==> config.mk <==
export PLATFORM = sky130hd
export DESIGN_NAME = phy_interrupt_and_status_regs
export DESIGN_NICKNAME = d
export VERILOG_FILES = /design/src/verilog/phy_irq_pkg.sv /design/src/verilog/energy_watch.sv /design/src/verilog/phy_interrupt_and_status_regs.sv
export VERILOG_INCLUDE_DIRS = /design/src /design/src/verilog
export SDC_FILE = /design/constraint.sdc
export NUM_CORES = 1
export LEC_CHECK = 0
export ABC_AREA = 1
export BUFFER_PORTS_ARGS = -buffer_cell sky130_fd_sc_hd__clkbuf_2
export CORE_MARGIN = 3
export CORE_UTILIZATION = 45
export DETAILED_ROUTE_END_ITERATION = 10
export GPL_TIMING_DRIVEN = 0
export PLACE_DENSITY = 0.65
export SKIP_CTS_REPAIR_TIMING = 1
export SYNTH_ARGS = -nofsm -noshare
export SYNTH_HDL_FRONTEND = slang
export SYNTH_HIERARCHICAL = 1
export SYNTH_SLANG_ARGS = --single-unit
==> constraint.sdc <==
create_clock -name clk_sys -period 1.48 [get_ports clk_sys]
set_clock_uncertainty 0.1 [all_clocks]
set_input_delay 0.148 -clock clk_sys [delete_from_list [all_inputs] [get_ports clk_sys]]
set_output_delay 0.148 -clock clk_sys [all_outputs]
set_load 0.005 [all_outputs]
==> src/verilog/phy_irq_map.svh <==
`ifndef PHY_IRQ_MAP_SVH
`define PHY_IRQ_MAP_SVH

// Management register indices
`define IDX_SRC_FLAGS 5'h1D
`define IDX_EN_MASK 5'h1E
`define IDX_LINK_STAT 5'h1F

// Flag and mask field, bits 7 down to 1
`define FLAG_MSB 7
`define FLAG_LSB 1
`define FLAG_ENERGY 7
`define FLAG_AN_DONE 6
`define FLAG_RFAULT 5
`define FLAG_LINK 4
`define FLAG_ACK 3
`define FLAG_PDF 2
`define FLAG_PAGE 1
`define FLAG_RST 7'h00
`define MASK_RST 7'h00
`define COND_PREV_RST 7'h7F

// Special status register layout
`define DONE_BIT 12
`define RSVD_MSB 11
`define RSVD_LSB 5
`define RSVD_RST 7'h02
`define SPD_MSB 4
`define SPD_LSB 2
`define SPD_RST 3'h0

`define WORD_ZERO 16'h0000

// Energy window: time in ms, clock in kHz, count derived from both
`define ENERGY_WINDOW_MS 256
`define CLK_FREQ_KHZ 100000
`define ENERGY_TICKS (`ENERGY_WINDOW_MS * `CLK_FREQ_KHZ)
`define CNT_ZERO 32'h0000_0000
`define CNT_ONE 32'h0000_0001

`endif

==> src/verilog/phy_irq_pkg.sv <==
package phy_irq_pkg;

  typedef logic [15:0] reg_word_t;
  typedef logic [7:1] flag_vec_t;

  // One management access, handed over by the serial management unit
  typedef struct packed {
    logic rd;
    logic wr;
    logic [4:0] idx;
    logic [15:0] wdata;
  } mgmt_req_s;

  // Conditions reported by the negotiation and link units
  typedef struct packed {
    logic an_complete;
    logic remote_fault;
    logic link_up;
    logic partner_ack;
    logic par_det_fault;
    logic page_received;
  } event_src_s;

endpackage

==> src/verilog/energy_watch.sv <==
`timescale 1ns/10ps
`include "phy_irq_map.svh"

module energy_watch
#(
  parameter int unsigned WINDOW_TICKS = `ENERGY_TICKS
)
(
  input wire logic clk_sys,
  input wire logic srst,
  input wire logic energy_seen,
  output logic line_energy_present
);

  logic [31:0] idle_cnt_ff;
  logic [31:0] nxt_idle_cnt;
  logic present_ff;
  logic nxt_present;
  logic window_end;

  localparam logic [31:0] LAST_TICK = 32'(WINDOW_TICKS - 1);

  assign window_end = (idle_cnt_ff == LAST_TICK);
  // Counter parks at the window end so a long silence cannot wrap
  assign nxt_idle_cnt = energy_seen ? `CNT_ZERO :
                        window_end ? idle_cnt_ff :
                        idle_cnt_ff + `CNT_ONE;
  assign nxt_present = energy_seen ? 1'b1 :
                       window_end ? 1'b0 : present_ff;

  always_ff @(posedge clk_sys)
  begin
    if (srst)
    begin
      idle_cnt_ff <= `CNT_ZERO;
      present_ff <= 1'b1;
    end
    else
    begin
      idle_cnt_ff <= nxt_idle_cnt;
      present_ff <= nxt_present;
    end
  end

  assign line_energy_present = present_ff;
endmodule

==> src/verilog/phy_interrupt_and_status_regs.sv <==
`timescale 1ns/10ps
`include "phy_irq_map.svh"

// Function
// - Flag register at index 29, 16 bits, bits 15:8 reserved read-only.
// - Bit 7 latches on energy-detect status event, resets to 0.
// - Bit 6 latches high when auto-negotiation completes.
// - Bit 5 latches high when a remote fault is detected.
// - Bit 4 latches high when link status goes down.
// - Bit 3 latches high on link partner acknowledge.
// - Bit 2 latches high on parallel detection fault.
// - Bit 1 latches high when a negotiation page is received.
// - Mask register at index 30; bits 15:8 and 0 reserved read-only.
// - Mask bits 7:1 read/write, reset zero; 1 enables, 0 masks.
// - Each mask bit governs the flag at the same position.
// - Status register at index 31; bits 15:13 and 1:0 reserved.
// - Bit 12 reads 1 only when auto-negotiation is done; it follows an_done directly and reset does not touch it.
// - Bits 11:5 reset to 0000010b; software writes that, ignores reads.
// - Bits 4:2 report resolved speed and duplex encoding.
// - Energy status drops after 256 ms without energy; reset sets it.
module phy_interrupt_and_status_regs
  import phy_irq_pkg::*;
#(
  parameter int unsigned ENERGY_TICKS = `ENERGY_TICKS
)
(
  input wire logic clk_sys,
  input wire logic srst,
  input wire mgmt_req_s mgmt_req,
  output reg_word_t rd_data,
  output logic rd_valid,
  input wire logic energy_seen,
  input wire event_src_s events,
  input wire logic an_done,
  input wire logic [2:0] resolved_speed_duplex,
  output logic line_energy_present,
  output logic irq
);

  flag_vec_t flags_ff;
  flag_vec_t nxt_flags;
  flag_vec_t mask_ff;
  flag_vec_t nxt_mask;
  flag_vec_t prev_cond_ff;
  flag_vec_t cond;
  flag_vec_t set_vec;
  logic [`RSVD_MSB-`RSVD_LSB:0] rsvd_ff;
  logic [`RSVD_MSB-`RSVD_LSB:0] nxt_rsvd;
  reg_word_t rd_data_ff;
  reg_word_t nxt_rd_data;
  logic rd_valid_ff;
  logic irq_ff;
  logic nxt_irq;
  logic hit_flags;
  logic hit_mask;
  logic hit_stat;
  logic rd_flags;
  logic wr_mask;
  logic wr_stat;
  logic rd_mapped;
  reg_word_t flags_word;
  reg_word_t mask_word;
  reg_word_t stat_word;
  logic energy_level;

  energy_watch #(
    .WINDOW_TICKS(ENERGY_TICKS)
  ) u_energy (
    .clk_sys(clk_sys),
    .srst(srst),
    .energy_seen(energy_seen),
    .line_energy_present(energy_level)
  );

  // Address decode of the three management registers
  assign hit_flags = (mgmt_req.idx == `IDX_SRC_FLAGS);
  assign hit_mask = (mgmt_req.idx == `IDX_EN_MASK);
  assign hit_stat = (mgmt_req.idx == `IDX_LINK_STAT);
  assign rd_flags = mgmt_req.rd & hit_flags;
  assign wr_mask = mgmt_req.wr & hit_mask;
  assign wr_stat = mgmt_req.wr & hit_stat;
  assign rd_mapped = mgmt_req.rd & (hit_flags | hit_mask | hit_stat);

  // Source conditions; link lost is the negated link status
  assign cond[`FLAG_ENERGY] = energy_level;
  assign cond[`FLAG_AN_DONE] = events.an_complete;
  assign cond[`FLAG_RFAULT] = events.remote_fault;
  assign cond[`FLAG_LINK] = ~events.link_up;
  assign cond[`FLAG_ACK] = events.partner_ack;
  assign cond[`FLAG_PDF] = events.par_det_fault;
  assign cond[`FLAG_PAGE] = events.page_received;

  // Only a rising condition is an event, so a steady state after reset
  // does not raise a flag on its own
  assign set_vec = cond & ~prev_cond_ff;

  genvar gi;
  generate
    for (gi = `FLAG_LSB; gi <= `FLAG_MSB; gi = gi + 1)
    begin : g_flag
      // Set beats the clear of a read in the same cycle
      assign nxt_flags[gi] = set_vec[gi] |
        (flags_ff[gi] & ~(rd_flags & ~cond[gi]));
    end
  endgenerate

  assign nxt_mask = wr_mask ? mgmt_req.wdata[`FLAG_MSB:`FLAG_LSB]
                            : mask_ff;
  assign nxt_rsvd = wr_stat ? mgmt_req.wdata[`RSVD_MSB:`RSVD_LSB]
                            : rsvd_ff;
  // Interrupt follows the flags and mask of the same edge
  assign nxt_irq = |(nxt_flags & nxt_mask);

  // Read images; reserved bits fall out as zero from the shifts
  assign flags_word = reg_word_t'(flags_ff) << `FLAG_LSB;
  assign mask_word = reg_word_t'(mask_ff) << `FLAG_LSB;
  assign stat_word = (reg_word_t'(an_done) << `DONE_BIT) |
                     (reg_word_t'(rsvd_ff) << `RSVD_LSB) |
                     (reg_word_t'(resolved_speed_duplex)
                      << `SPD_LSB);

  assign nxt_rd_data = ~mgmt_req.rd ? rd_data_ff :
                       hit_flags ? flags_word :
                       hit_mask ? mask_word :
                       hit_stat ? stat_word : `WORD_ZERO;

  always_ff @(posedge clk_sys)
  begin
    if (srst)
    begin
      flags_ff <= `FLAG_RST;
      mask_ff <= `MASK_RST;
      prev_cond_ff <= `COND_PREV_RST;
      rsvd_ff <= `RSVD_RST;
      irq_ff <= 1'b0;
    end
    else
    begin
      flags_ff <= nxt_flags;
      mask_ff <= nxt_mask;
      prev_cond_ff <= cond;
      rsvd_ff <= nxt_rsvd;
      irq_ff <= nxt_irq;
    end
  end

  always_ff @(posedge clk_sys)
  begin
    if (srst)
    begin
      rd_data_ff <= `WORD_ZERO;
      rd_valid_ff <= 1'b0;
    end
    else
    begin
      rd_data_ff <= nxt_rd_data;
      rd_valid_ff <= rd_mapped;
    end
  end

  assign rd_data = rd_data_ff;
  assign rd_valid = rd_valid_ff;
  assign irq = irq_ff;
  assign line_energy_present = energy_level;
endmodule

Yosys cells after proc, flatten, opt, wreduce, memory -nomap -nowiden

Index checks and enable logic that the tools add are counted.

Bitwise gates (word level): 46
Equality and inequality tests: 4
Muxes and demuxes: 4
$add $sub $neg: 1
Reduce and logical (&&, ||, !) cells: 2

Operator list:

| operator                | number |
|---|---|
| $mux W13                | 3 |
| $add A32 B1 Y32 const B | 1 |
| $eq A32 B25 Y1 const B  | 1 |
| $and A1 B1 Y1           | 18 |
| $eq A5 B5 Y1 const B    | 3 |
| $and A7 B7 Y7           | 2 |
| $not A1 Y1              | 14 |
| $or A13 B12 Y13         | 1 |
| $or A13 B5 Y13          | 1 |
| $or A1 B1 Y1            | 9 |
| $mux W7                 | 1 |
| $not A7 Y7              | 1 |
| $reduce_or A7 Y1        | 1 |
| $reduce_or A2 Y1        | 1 |

Input port bits: 36
Output and inout port bits: 19
Bits in registers: 79
Logic and storage cells: 66

Longest topological paths before layout

Gate-level depths: netlist of run 1.

Word-level depth: 8
Depth in mapped cells: 10
Mapped depth without buffers: 10

By module

The synthesis of run 1 kept the hierarchy.

Modules (own cells, without submodules):

| module                        | cells an instance | area an instance (um2) | seq. area each (um2) | instances |
|---|---|---|---|---|
| energy_watch                  | 346               | 2054.5                 | 660.6                | 1 |
| phy_interrupt_and_status_regs | 240               | 1795.5                 | 840.8                | 1 |

Worst setup path before layout of run 1

OpenSTA, ideal clock, no wires.

Path type: register -> register
Start: register u_energy.idle_cnt_ff[0]
End: register u_energy.present_ff, in the netlist u_energy/line_energy_present
Library setup time: 0.125 ns
Buffers on the path: 0
Clock period less this slack: 1.609 ns
Arrival: 1.385 ns
Slack: -0.129 ns
Data required time: 1.255 ns
Cell stages (with the launch flop): 11
Cell sequence: dfxtp_1 ha_1 inv_2 nor2_4 nand2_4 clkinv_4 nand3_4 inv_1 nand2_1 nand2_1 nand2_1

Word-level cells in the longest chain between the ends: 1

RTL lines:

| item                     | RTL line           | source |
|---|---|---|
| start: declaration       | energy_watch.sv:15 | `logic [31:0] idle_cnt_ff;` |
| start signal: assignment | energy_watch.sv:35 | `` idle_cnt_ff <= `CNT_ZERO; `` |
| start signal: assignment | energy_watch.sv:40 | `idle_cnt_ff <= nxt_idle_cnt;` |
| $eq A32 B25 Y1           | energy_watch.sv:23 | `assign window_end = (idle_cnt_ff == LAST_TICK);` |
| end signal: assignment   | energy_watch.sv:41 | `present_ff <= nxt_present;` |
| end: declaration         | energy_watch.sv:17 | `logic present_ff;` |

No other way between the ends.
A chain may end at the register's enable or synchronous reset.

Worst setup path in the final report of run 1

Start: register u_energy.idle_cnt_ff[0]
End: register u_energy.idle_cnt_ff[13]

Word-level cells in the longest chain between the ends: 1
Elaborated cells on any way between the ends: 2
Those cells by class: 1 x add/sub; 1 x eq/ne

RTL lines:

| item |
|---|
| $add A32 B1 Y32 (no source line) or $eq A32 B25 Y1 (tied branches) |

Several ways; a longest one is shown, not always the timed one.

==> results of run 1 <==
## layer usage
metal  GRT usage  routed length, um
met1      0.2600               4361
met2      0.3547               5229
met3     0.03892                442
met4     0.07458                198
met5           0                  0
## registers in the layout (all words and copies together), names as in the netlist
name,cells
mask_ff,7
u_energy/idle_cnt_ff,32
u_energy/line_energy_present,1
rd_valid,1
irq,1
rd_data,12
flags_ff,7
rsvd_ff,7
prev_cond_ff,7
## final timing paths
path / to / cells after the start
setup / recovery: u_energy/idle_cnt_ff[13] / 10
hold reg to reg: rd_data[12] / 2
hold / removal: mask_ff[2] / 3
setup reg to reg: u_energy/idle_cnt_ff[13] / 10
## power by group
group	switching (mW)	total [mW]	leakage, nW	internal [mW]
logic	0.166	0.299	1.30	0.132
clock network	0.799	1.68	0.106	0.877
registers	0.0240	2.07	0.619	2.05
total	0.989	4.05	2.02	3.06
## cell usage after synthesis, drive strengths merged
cell    number
dfxtp       75
nor3         7
buf          8
nand3       33
and2         1
o21ai       19
o211ai       8
a21oi       38
nand4       10
nor2       126
nand2      169
clkinv       3
o21bai       1
xnor2        5
clkbuf       7
or2          5
a31oi        3
a311oi       1
xor2         3
inv         59
ha           1
conb         1
nand3b       3
## logic make-up after synthesis
kind of cell / count (synthesis) / synth area share
DFF: 75 / 0.3900
and+or+nand+nor: 354 / 0.4040
other: 1 / 0.0009740
xor gates and xnor gates: 8 / 0.01820
AOI/OAI and AO/OA: 70 / 0.09978
adders and majority gates: 1 / 0.003249
buffers and inverters: 77 / 0.08385
## metrics by stage
step	std cells	instance area (sq um)	setup slack [ns]	utilization
final	782	4917	-0.08130	0.5955
after global routing	782	4917	-0.1477	0.5955
after CTS	754	4439	-0.3271	0.5376
after detailed placement	738	4228	-0.3128	0.5120
after global placement	738	4228	-0.2981	0.5120
after floorplan	589	3876	0.01445	-
## final cells by class
type,instances,area [sq um],area share
clock inverter,5,60.06,0.01221
tap,105,131.4,0.02672
sequential,75,1534,0.3120
inverter,62,237.7,0.04835
buffer,14,81.33,0.01654
multi-input combinational,437,2237,0.4550
timing repair buffer,73,484.2,0.09847
clock buffer,11,151.4,0.03079
## worst min-delay path, cell delays in order
cell and delay (ns):
clkbuf_2 0.08, nand4_1 0.11, a21oi_1 0.07
==> results.py, run 1 <==
metrics = {
    "status": {
        "status": "complete, but fails checks",
        "violations": "hold timing, setup timing",
    },
    "critical_path": {
        "path_buf_inv": 3,
        "regToRegStartpoint": "u_energy/idle_cnt_ff[0]",
        "critPathCaptureType": "flip-flop",
        "path_max_fanout": 5,
        "worstPathCellList": "ha_4 -> inv_2 -> nor2_4 -> nand2_4 -> clkinv_4 -> nand3_4 -> inv_2 -> nand2_4 -> nand2_2 -> nor2_1",
        "arrival_ns": 1.68,
        "crit_type": "reg -> reg",
        "crit_family": "simple AND/OR/NAND/NOR gates",
        "cpPeakStageDelay_ns": 0.38,
        "cp_data_required_time_ns": 1.60,
        "startpoint": "u_energy/idle_cnt_ff[0]",
        "cpMaxStageDelayCell": "dfxtp_4",
        "cp-start-kind": "flip-flop",
        "reg2reg_slack_ns": -0.08,
    },
    "detailed_routing": {
        "remaining_drc_errors": 0,
        "drtIter0Drc": 135,
        "drtPass1Iterations": 5,
        "vias": 3923,
        "routedWlPerCell_um": 13.08,
        "wirelength_um": 10230,
        "via_per_inst": 5.017,
        "final_antenna_net_count": 0,
    },
    "logic_synthesis": {
        "ys_top_cells_by_area": "dfxtp_1 (39%), nand2_1 (16%), nor2_1 (11%), inv_1 (5.4%), a21oi_1 (4.8%)",
        "ys_warn_count": 6,
        "syn_area_per_cell_sq_um": 6.570,
        "synthesis.area_sq_um": 3850,
        "yosys.area.top_type": "dfxtp_1",
        "synthCells": 586,
        "post-synth-top-area-fraction": 0.3900,
        "synth_seq_area_share": 0.3900,
        "ys_seq_elements": 75,
        "netlist-cell-type-count": 36,
    },
    "timing": {
        "fin_crit_sh": 1.055,
        "drv_slew": 0,
        "setup_slack_ns": -0.08130,
        "finalSetupViolCount": 16,
        "fin_setup_tns_ns": -0.6226,
        "slew_headroom": 0.5674,
        "period_needed_ns": 1.561,
        "hold_violations": 2,
        "worst_slew_pin_slew_ns": 0.6490,
        "fmax_ghz": 0.6405,
        "grt_setup_unrepaired": "yes",
        "hold_slack_ns": -0.003759,
    },
    "floorplanning": {
        "core-area_sq_um": 8258,
        "die_w_um": 98.50,
        "num_rows": 33,
        "die-area_sq_um": 9701,
        "initial_utilization": 0.4662,
        "fp.dieH_um": 98.50,
        "ioPinCount": 55,
    },
    "power_and_ir_drop": {
        "worst_ir_drop_vdd_uv": 522.6,
        "p_per_area_nw_per_um2": 823.3,
        "leakagePower_nw": 2.024,
        "total_power_mw": 4.048,
    },
    "cells_and_area": {
        "layout-drive-gt1-share": 0.2614,
        "num_antenna_cells": 0,
        "final_cell_mix": "nand2_1 (154), nor2_1 (90), dfxtp_1 (57)",
        "final_common_cell": "nand2_1",
        "nets": 709,
        "syn_to_final_growth_pct": 27.72,
        "num-fill-cells": 792,
    },
    "min_path": {
        "hp-class": "in -> reg",
        "min_from": "mgmt_req[3]",
    },
    "place": {
        "gp_congestion": 0.8237,
        "hpwl_um": 7429,
        "numPortBuffers": 44,
    },
    "grt": {
        "grt_pass1_vias": 3538,
        "grt_pass1_wl_um": 16290,
        "grt_max_degree": 14,
        "grt_antenna_before_repair": 0,
        "grt-ovfl-total": 0,
        "gr-usage-all-layers": 0.2070,
    },
    "cts": {
        "numCtsBuffers": 9,
        "cts_tree": "done",
        "clock_path_buffers": 2,
        "cts-root-buf": "clkbuf_8",
        "clkTransAtPathRegs_ns": 0.08,
        "insertion_delay_ns": 0.35,
        "cts.htree.levels": 3,
        "clock_sinks": 75,
    },
    "flow_run": {
        "maxCapViolCount": 0,
    },
}
(Power assumes the default switching activity.)
==> run 2, diff against run 1 <==
--- a/config.mk
+++ b/config.mk
@@ -6,13 +6,12 @@
 export SDC_FILE = /design/constraint.sdc
 export NUM_CORES = 1
 export LEC_CHECK = 0
-export ABC_AREA = 1
 export BUFFER_PORTS_ARGS = -buffer_cell sky130_fd_sc_hd__clkbuf_2
 export CORE_MARGIN = 3
 export CORE_UTILIZATION = 45
 export DETAILED_ROUTE_END_ITERATION = 10
 export GPL_TIMING_DRIVEN = 0
-export PLACE_DENSITY = 0.65
+export PLACE_DENSITY = 0.66
 export SKIP_CTS_REPAIR_TIMING = 1
 export SYNTH_ARGS = -nofsm -noshare
 export SYNTH_HDL_FRONTEND = slang
==> results.py, run 2 <==
metrics = {
    "timing": {
        "hold_slack_ns": -0.03321,
        "setup_slack_ns": -0.5093,
        "hold_violations": 4,
        "fmax_ghz": 0.5027,
        "fin_crit_sh": 1.344,
        "finalSetupViolCount": 31,
        "fin_setup_tns_ns": -9.764,
        "worst_slew_pin_slew_ns": 0.6204,
        "period_needed_ns": 1.989,
        "slew_headroom": 0.5832,
        "drv_slew": 0,
        "grt_setup_unrepaired": "yes",
    },
    "logic_synthesis": {
        "yosys.area.top_type": "dfxtp_1",
        "ys_top_cells_by_area": "dfxtp_1 (45%), nor2_1 (6.4%), a21oi_1 (3.8%), nand3_1 (3.5%), xor2_1 (2.9%)",
        "synthCells": 375,
        "ys_warn_count": 6,
        "synth_top_cells_by_count": "dfxtp_1 (75), nor2_1 (57), a21oi_1 (25)",
        "netlist-cell-type-count": 61,
        "synthesis.area_sq_um": 3333,
        "synth_seq_area_share": 0.4505,
        "syn_area_per_cell_sq_um": 8.889,
        "async_reset_ff_frac": 0,
        "synthFlopType": "dfxtp_1",
        "synth_edf_count": 0,
        "synth.most_common_cell": "dfxtp_1",
        "post-synth-top-area-fraction": 0.4505,
        "ys_seq_elements": 75,
    },
    "cts": {
        "clock_path_buffers": 2,
        "numCtsBuffers": 9,
        "clock_sinks": 75,
        "insertion_delay_ns": 0.35,
        "cts_tree": "done",
        "cts.htree.levels": 3,
        "clkTransAtPathRegs_ns": 0.08,
        "cts-root-buf": "clkbuf_8",
    },
    "cells_and_area": {
        "layout-drive-gt1-share": 0.3599,
        "num_antenna_cells": 0,
        "final_area_sq_um": 4368,
        "largest_register_ffs": 32,
        "nets": 496,
        "regMostFlops": "u_energy/idle_cnt_ff",
        "syn_to_final_growth_pct": 31.04,
        "final_common_cell": "nor2_1",
        "final_cell_mix": "nor2_1 (57), dfxtp_1 (50), clkbuf_2 (44)",
    },
    "grt": {
        "grt_pass1_wl_um": 13070,
        "grt_antenna_before_repair": 0,
        "grt_max_degree": 15,
        "grt-ovfl-total": 0,
        "gr-usage-all-layers": 0.1918,
        "grt_pass1_vias": 2766,
    },
    "floorplanning": {
        "ioPinCount": 55,
        "fp.dieH_um": 92.07,
        "core-area_sq_um": 6982,
        "die-area_sq_um": 8476,
        "initial_utilization": 0.4774,
        "die_w_um": 92.07,
        "num_rows": 30,
    },
    "critical_path": {
        "critPathCaptureType": "flip-flop",
        "cp-start-kind": "flip-flop",
        "path_max_fanout": 10,
        "cp_data_required_time_ns": 1.60,
        "crit_type": "reg -> reg",
        "arrival_ns": 2.11,
    },
    "place": {
        "hpwl_um": 5539,
        "dpl_cell_area_sq_um": 3755,
        "gp_congestion": 0.7953,
        "numPortBuffers": 44,
    },
    "detailed_routing": {
        "drtPass1Iterations": 5,
        "via_per_inst": 5.321,
        "vias": 2980,
        "routedWlPerCell_um": 14.56,
        "wirelength_um": 8152,
        "remaining_drc_errors": 0,
        "drtIter0Drc": 83,
        "final_antenna_net_count": 0,
    },
    "power_and_ir_drop": {
        "total_power_mw": 3.972,
        "worst_ir_drop_vdd_uv": 723.7,
        "p_per_area_nw_per_um2": 909.3,
        "leakagePower_nw": 1.661,
    },
    "status": {
        "status": "complete, but fails checks",
        "violations": "hold timing, setup timing",
    },
    "min_path": {
        "hp-class": "in -> reg",
    },
    "flow_run": {
        "maxCapViolCount": 0,
    },
}
[run 2: cell count changes after synthesis, sizes merged, moves of 10 or more]
cell / before / now
inv: 59 / 6
o21ai: 19 / 8
nand3: 33 / 23
nand2: 169 / 25
nor2: 126 / 57
nor4: 0 / 11
[run 2: cell families (layout without fill, tap and decap cells)]
| family | count (synthesis) | count (layout) | share of synthesized area |
|---|---|---|---|
| and+or+nand+nor | 182 | 182 | 0.2965 |
| DFF | 75 | 75 | 0.4505 |
| AOI/OAI and AO/OA | 63 | 63 | 0.1325 |
| buffers and inverters | 27 | 113 | 0.04392 |
| xor gates and xnor gates | 17 | 17 | 0.04467 |
| muxes | 9 | 9 | 0.02703 |
| adders and majority gates | 1 | 1 | 0.003753 |
| other | 1 | 4 | 0.001125 |
[run 2: final cells by class]
class                      count  area [sq um]
multi-input combinational    276          1867
clock buffer                  10         137.6
clock inverter                 6         71.32
sequential                    75          1553
inverter                       6         22.52
fill                         632          2614
tap                           96         120.1
buffer                        21         133.9
timing repair buffer          70         462.9
[run 2: critical path, stage by stage, from the launching register on]
cell and delay, ns:
dfxtp_2 0.34, or4_4 0.54, nor4_4 0.27, buf_6 0.17, and2_4 0.16, buf_12 0.13, or3_4 0.12, a21oi_2 0.04
[run 2: final timing paths]
check	startpoint	to	slack, ns	cells after the start
min	mgmt_req[6]	rsvd_ff[1]	-0.03	3
max	u_energy/idle_cnt_ff[25]	u_energy/idle_cnt_ff[10]	-0.51	7
min reg2reg	rsvd_ff[5]	rsvd_ff[5]	0.36	2
max reg2reg	u_energy/idle_cnt_ff[25]	u_energy/idle_cnt_ff[10]	-0.51	7
[run 2: power breakdown]
part / switching, mW / leakage [nW] / total, mW / internal (mW)
logic: 0.136 / 0.937 / 0.259 / 0.123
clock network: 0.810 / 0.0999 / 1.65 / 0.843
registers: 0.0222 / 0.624 / 2.06 / 2.04
[run 2: routing by layer]
layer / part of all wire / vias up / GRT usage
met5: 0 / - / 0
met4: 0.017 / 0 / 0.04827
met3: 0.045 / 14 / 0.05168
met2: 0.47 / 66 / 0.2987
met1: 0.46 / 1400 / 0.2638
li1: - / 1500 / -
[run 2: per-stage QoR]
stage / util / hold WS [ns] / worst slack (ns) / instances
after floorplan: - / 0.1214 / -0.4598 / 378
after CTS: 0.5677 / -0.1465 / -0.6987 / 534
after global placement: 0.5378 / 0.2309 / -0.6633 / 518
after global routing: 0.6256 / 0.0003773 / -0.5661 / 560
after detailed placement: 0.5378 / 0.2310 / -0.6797 / 518
final: 0.6256 / -0.03321 / -0.5093 / 560
==> run 3, diff against run 2 <==
--- a/config.mk
+++ b/config.mk
@@ -7,6 +7,7 @@
 export NUM_CORES = 1
 export LEC_CHECK = 0
 export BUFFER_PORTS_ARGS = -buffer_cell sky130_fd_sc_hd__clkbuf_2
+export CORE_ASPECT_RATIO = 0.75
 export CORE_MARGIN = 3
 export CORE_UTILIZATION = 45
 export DETAILED_ROUTE_END_ITERATION = 10
==> results.py, run 3 (synthesis results as in run 2) <==
metrics = {
    "cts": {
        "clkTransAtPathRegs_ns": 0.08,
        "cts_tree": "done",
        "cts-root-buf": "clkbuf_8",
        "cts.htree.levels": 3,
        "insertion_delay_ns": 0.35,
        "clock_sinks": 75,
        "numCtsBuffers": 9,
        "clock_path_buffers": 2,
    },
    "timing": {
        "drv_slew": 0,
        "period_needed_ns": 1.988,
        "grt_setup_unrepaired": "yes",
        "slew_headroom": 0.4943,
        "setup_slack_ns": -0.5083,
        "finalSetupViolCount": 33,
        "worst_slew_pin_slew_ns": 0.7528,
        "hold_violations": 4,
        "hold_slack_ns": -0.03043,
        "fin_crit_sh": 1.343,
        "fin_setup_tns_ns": -11.15,
        "fmax_ghz": 0.5029,
    },
    "cells_and_area": {
        "syn_to_final_growth_pct": 29.32,
        "post-route-util": 0.6163,
        "num_antenna_cells": 0,
        "regMostFlops": "u_energy/idle_cnt_ff",
        "nets": 498,
        "final_common_cell": "dfxtp_1",
        "largest_register_ffs": 32,
        "final_cell_mix": "dfxtp_1 (63), nor2_1 (56), clkbuf_2 (44)",
        "layout-drive-gt1-share": 0.3133,
    },
    "critical_path": {
        "cp_data_required_time_ns": 1.66,
        "critPathCaptureType": "flip-flop",
        "cp-start-kind": "flip-flop",
        "worstRegToRegCells": 7,
        "path_max_fanout": 5,
        "arrival_ns": 2.17,
        "rr_endpoint": "u_energy/idle_cnt_ff[11]",
        "reg2reg_slack_ns": -0.51,
        "regToRegStartpoint": "u_energy/idle_cnt_ff[26]",
        "crit_type": "reg -> reg",
    },
    "floorplanning": {
        "core-area_sq_um": 6994,
        "num_rows": 26,
        "die-area_sq_um": 8487,
        "die_w_um": 105.4,
        "fp.dieH_um": 80.54,
        "ioPinCount": 55,
        "initial_utilization": 0.4766,
    },
    "power_and_ir_drop": {
        "p_per_area_nw_per_um2": 911.4,
        "power.share.clock": 0.407,
        "total_power_mw": 3.929,
        "p_comb_frac": 0.067,
        "worst_ir_drop_vdd_uv": 442.8,
        "p_sw_uw": 932.1,
        "p_int_mw": 2.996,
        "leakagePower_nw": 1.673,
        "switching_share": 0.2373,
        "p_seq_frac": 0.526,
    },
    "grt": {
        "grt-ovfl-total": 0,
        "gr-usage-all-layers": 0.1939,
        "grt_max_degree": 14,
        "grt_pass1_vias": 2550,
        "grt_pass1_wl_um": 12880,
        "grt_antenna_before_repair": 0,
    },
    "detailed_routing": {
        "final_antenna_net_count": 0,
        "remaining_drc_errors": 0,
        "routedWlPerCell_um": 14.65,
        "wirelength_um": 8265,
        "drtPass1Iterations": 4,
        "drtIter0Drc": 152,
        "via_per_inst": 5.310,
        "vias": 2995,
    },
    "status": {
        "status": "complete, but fails checks",
        "violations": "hold timing, setup timing",
    },
    "place": {
        "gp_congestion": 0.7774,
        "numPortBuffers": 44,
        "hpwl_um": 5865,
        "pre_cts_ws_ns": -0.6794,
    },
    "min_path": {
        "min_from": "mgmt_req[4]",
        "whs_path_depth": 3,
        "min_to": "mask_ff[3]",
        "hp-class": "in -> reg",
    },
    "flow_run": {
        "maxCapViolCount": 0,
    },
}
run 3: cell types whose count changed in the layout (fill, tap and decap cells not counted), moves of 3 or more:
cell,previous run,this run
nand3_1,14,22
dfxtp_4,8,4
nand3_2,7,1
inv_6,3,0
dfxtp_2,17,8
dfxtp_1,50,63
buf_4,12,19
run 3: worst max-delay path, cell delays in order, from the launching register on:
cell	delay, ns
dfxtp_4	0.35
or4_4	0.53
nor4_4	0.25
buf_4	0.18
and2_4	0.18
clkbuf_16	0.16
o21ai_2	0.05
a21oi_2	0.12
run 3: power groups by stage:
stage	clock network (mW)	logic, mW	registers (mW)
3_3_place_gp	0	0.224	2.12
2_1_floorplan	0	0.126	2.12
5_1_grt	1.71	0.291	2.07
4_1_cts	1.65	0.227	2.07
3_5_place_dp	0	0.226	2.12
6_report	1.60	0.262	2.07
run 3: how the worst max path moves through the flow:
stage | from | end | slack (ns) | cells past startpoint
2_1_floorplan | u_energy/idle_cnt_ff[30] | u_energy/idle_cnt_ff[19] | -0.46 | 6
3_3_place_gp | u_energy/idle_cnt_ff[12] | u_energy/idle_cnt_ff[13] | -0.72 | 5
3_5_place_dp | u_energy/idle_cnt_ff[12] | u_energy/idle_cnt_ff[13] | -0.68 | 5
4_1_cts | u_energy/idle_cnt_ff[12] | u_energy/idle_cnt_ff[13] | -0.70 | 5
5_1_grt | u_energy/idle_cnt_ff[25] | u_energy/idle_cnt_ff[7] | -0.56 | 7
6_report | u_energy/idle_cnt_ff[26] | u_energy/idle_cnt_ff[11] | -0.51 | 7
run 3: metrics by stage:
stage          cells  instance area [sq um]
3_3_place_gp     520                   3757
3_5_place_dp     520                   3757
6_report         564                   4310
4_1_cts          536                   3961
2_1_floorplan    378                   3415
5_1_grt          564                   4310
run 3: layer usage:
layer  global-route usage  part of all wire  up-vias
met5                    0                 0        -
met4              0.06291             0.012        0
met3              0.05221             0.061       11
met2               0.2564              0.41       79
met1               0.2964              0.52     1397
li1                     -                 -     1508
run 3: cell type report:
| type | instances | area [sq um] |
|---|---|---|
| fillers | 621 | 2684 |
| repair buffers | 73 | 493.0 |
| multi-input cells | 276 | 1817 |
| clock buffers | 11 | 141.4 |
| clock inverters | 5 | 62.56 |
| flip-flops and latches | 75 | 1526 |
| plain buffers | 20 | 125.1 |
| inverters | 6 | 22.52 |
| well taps | 98 | 122.6 |
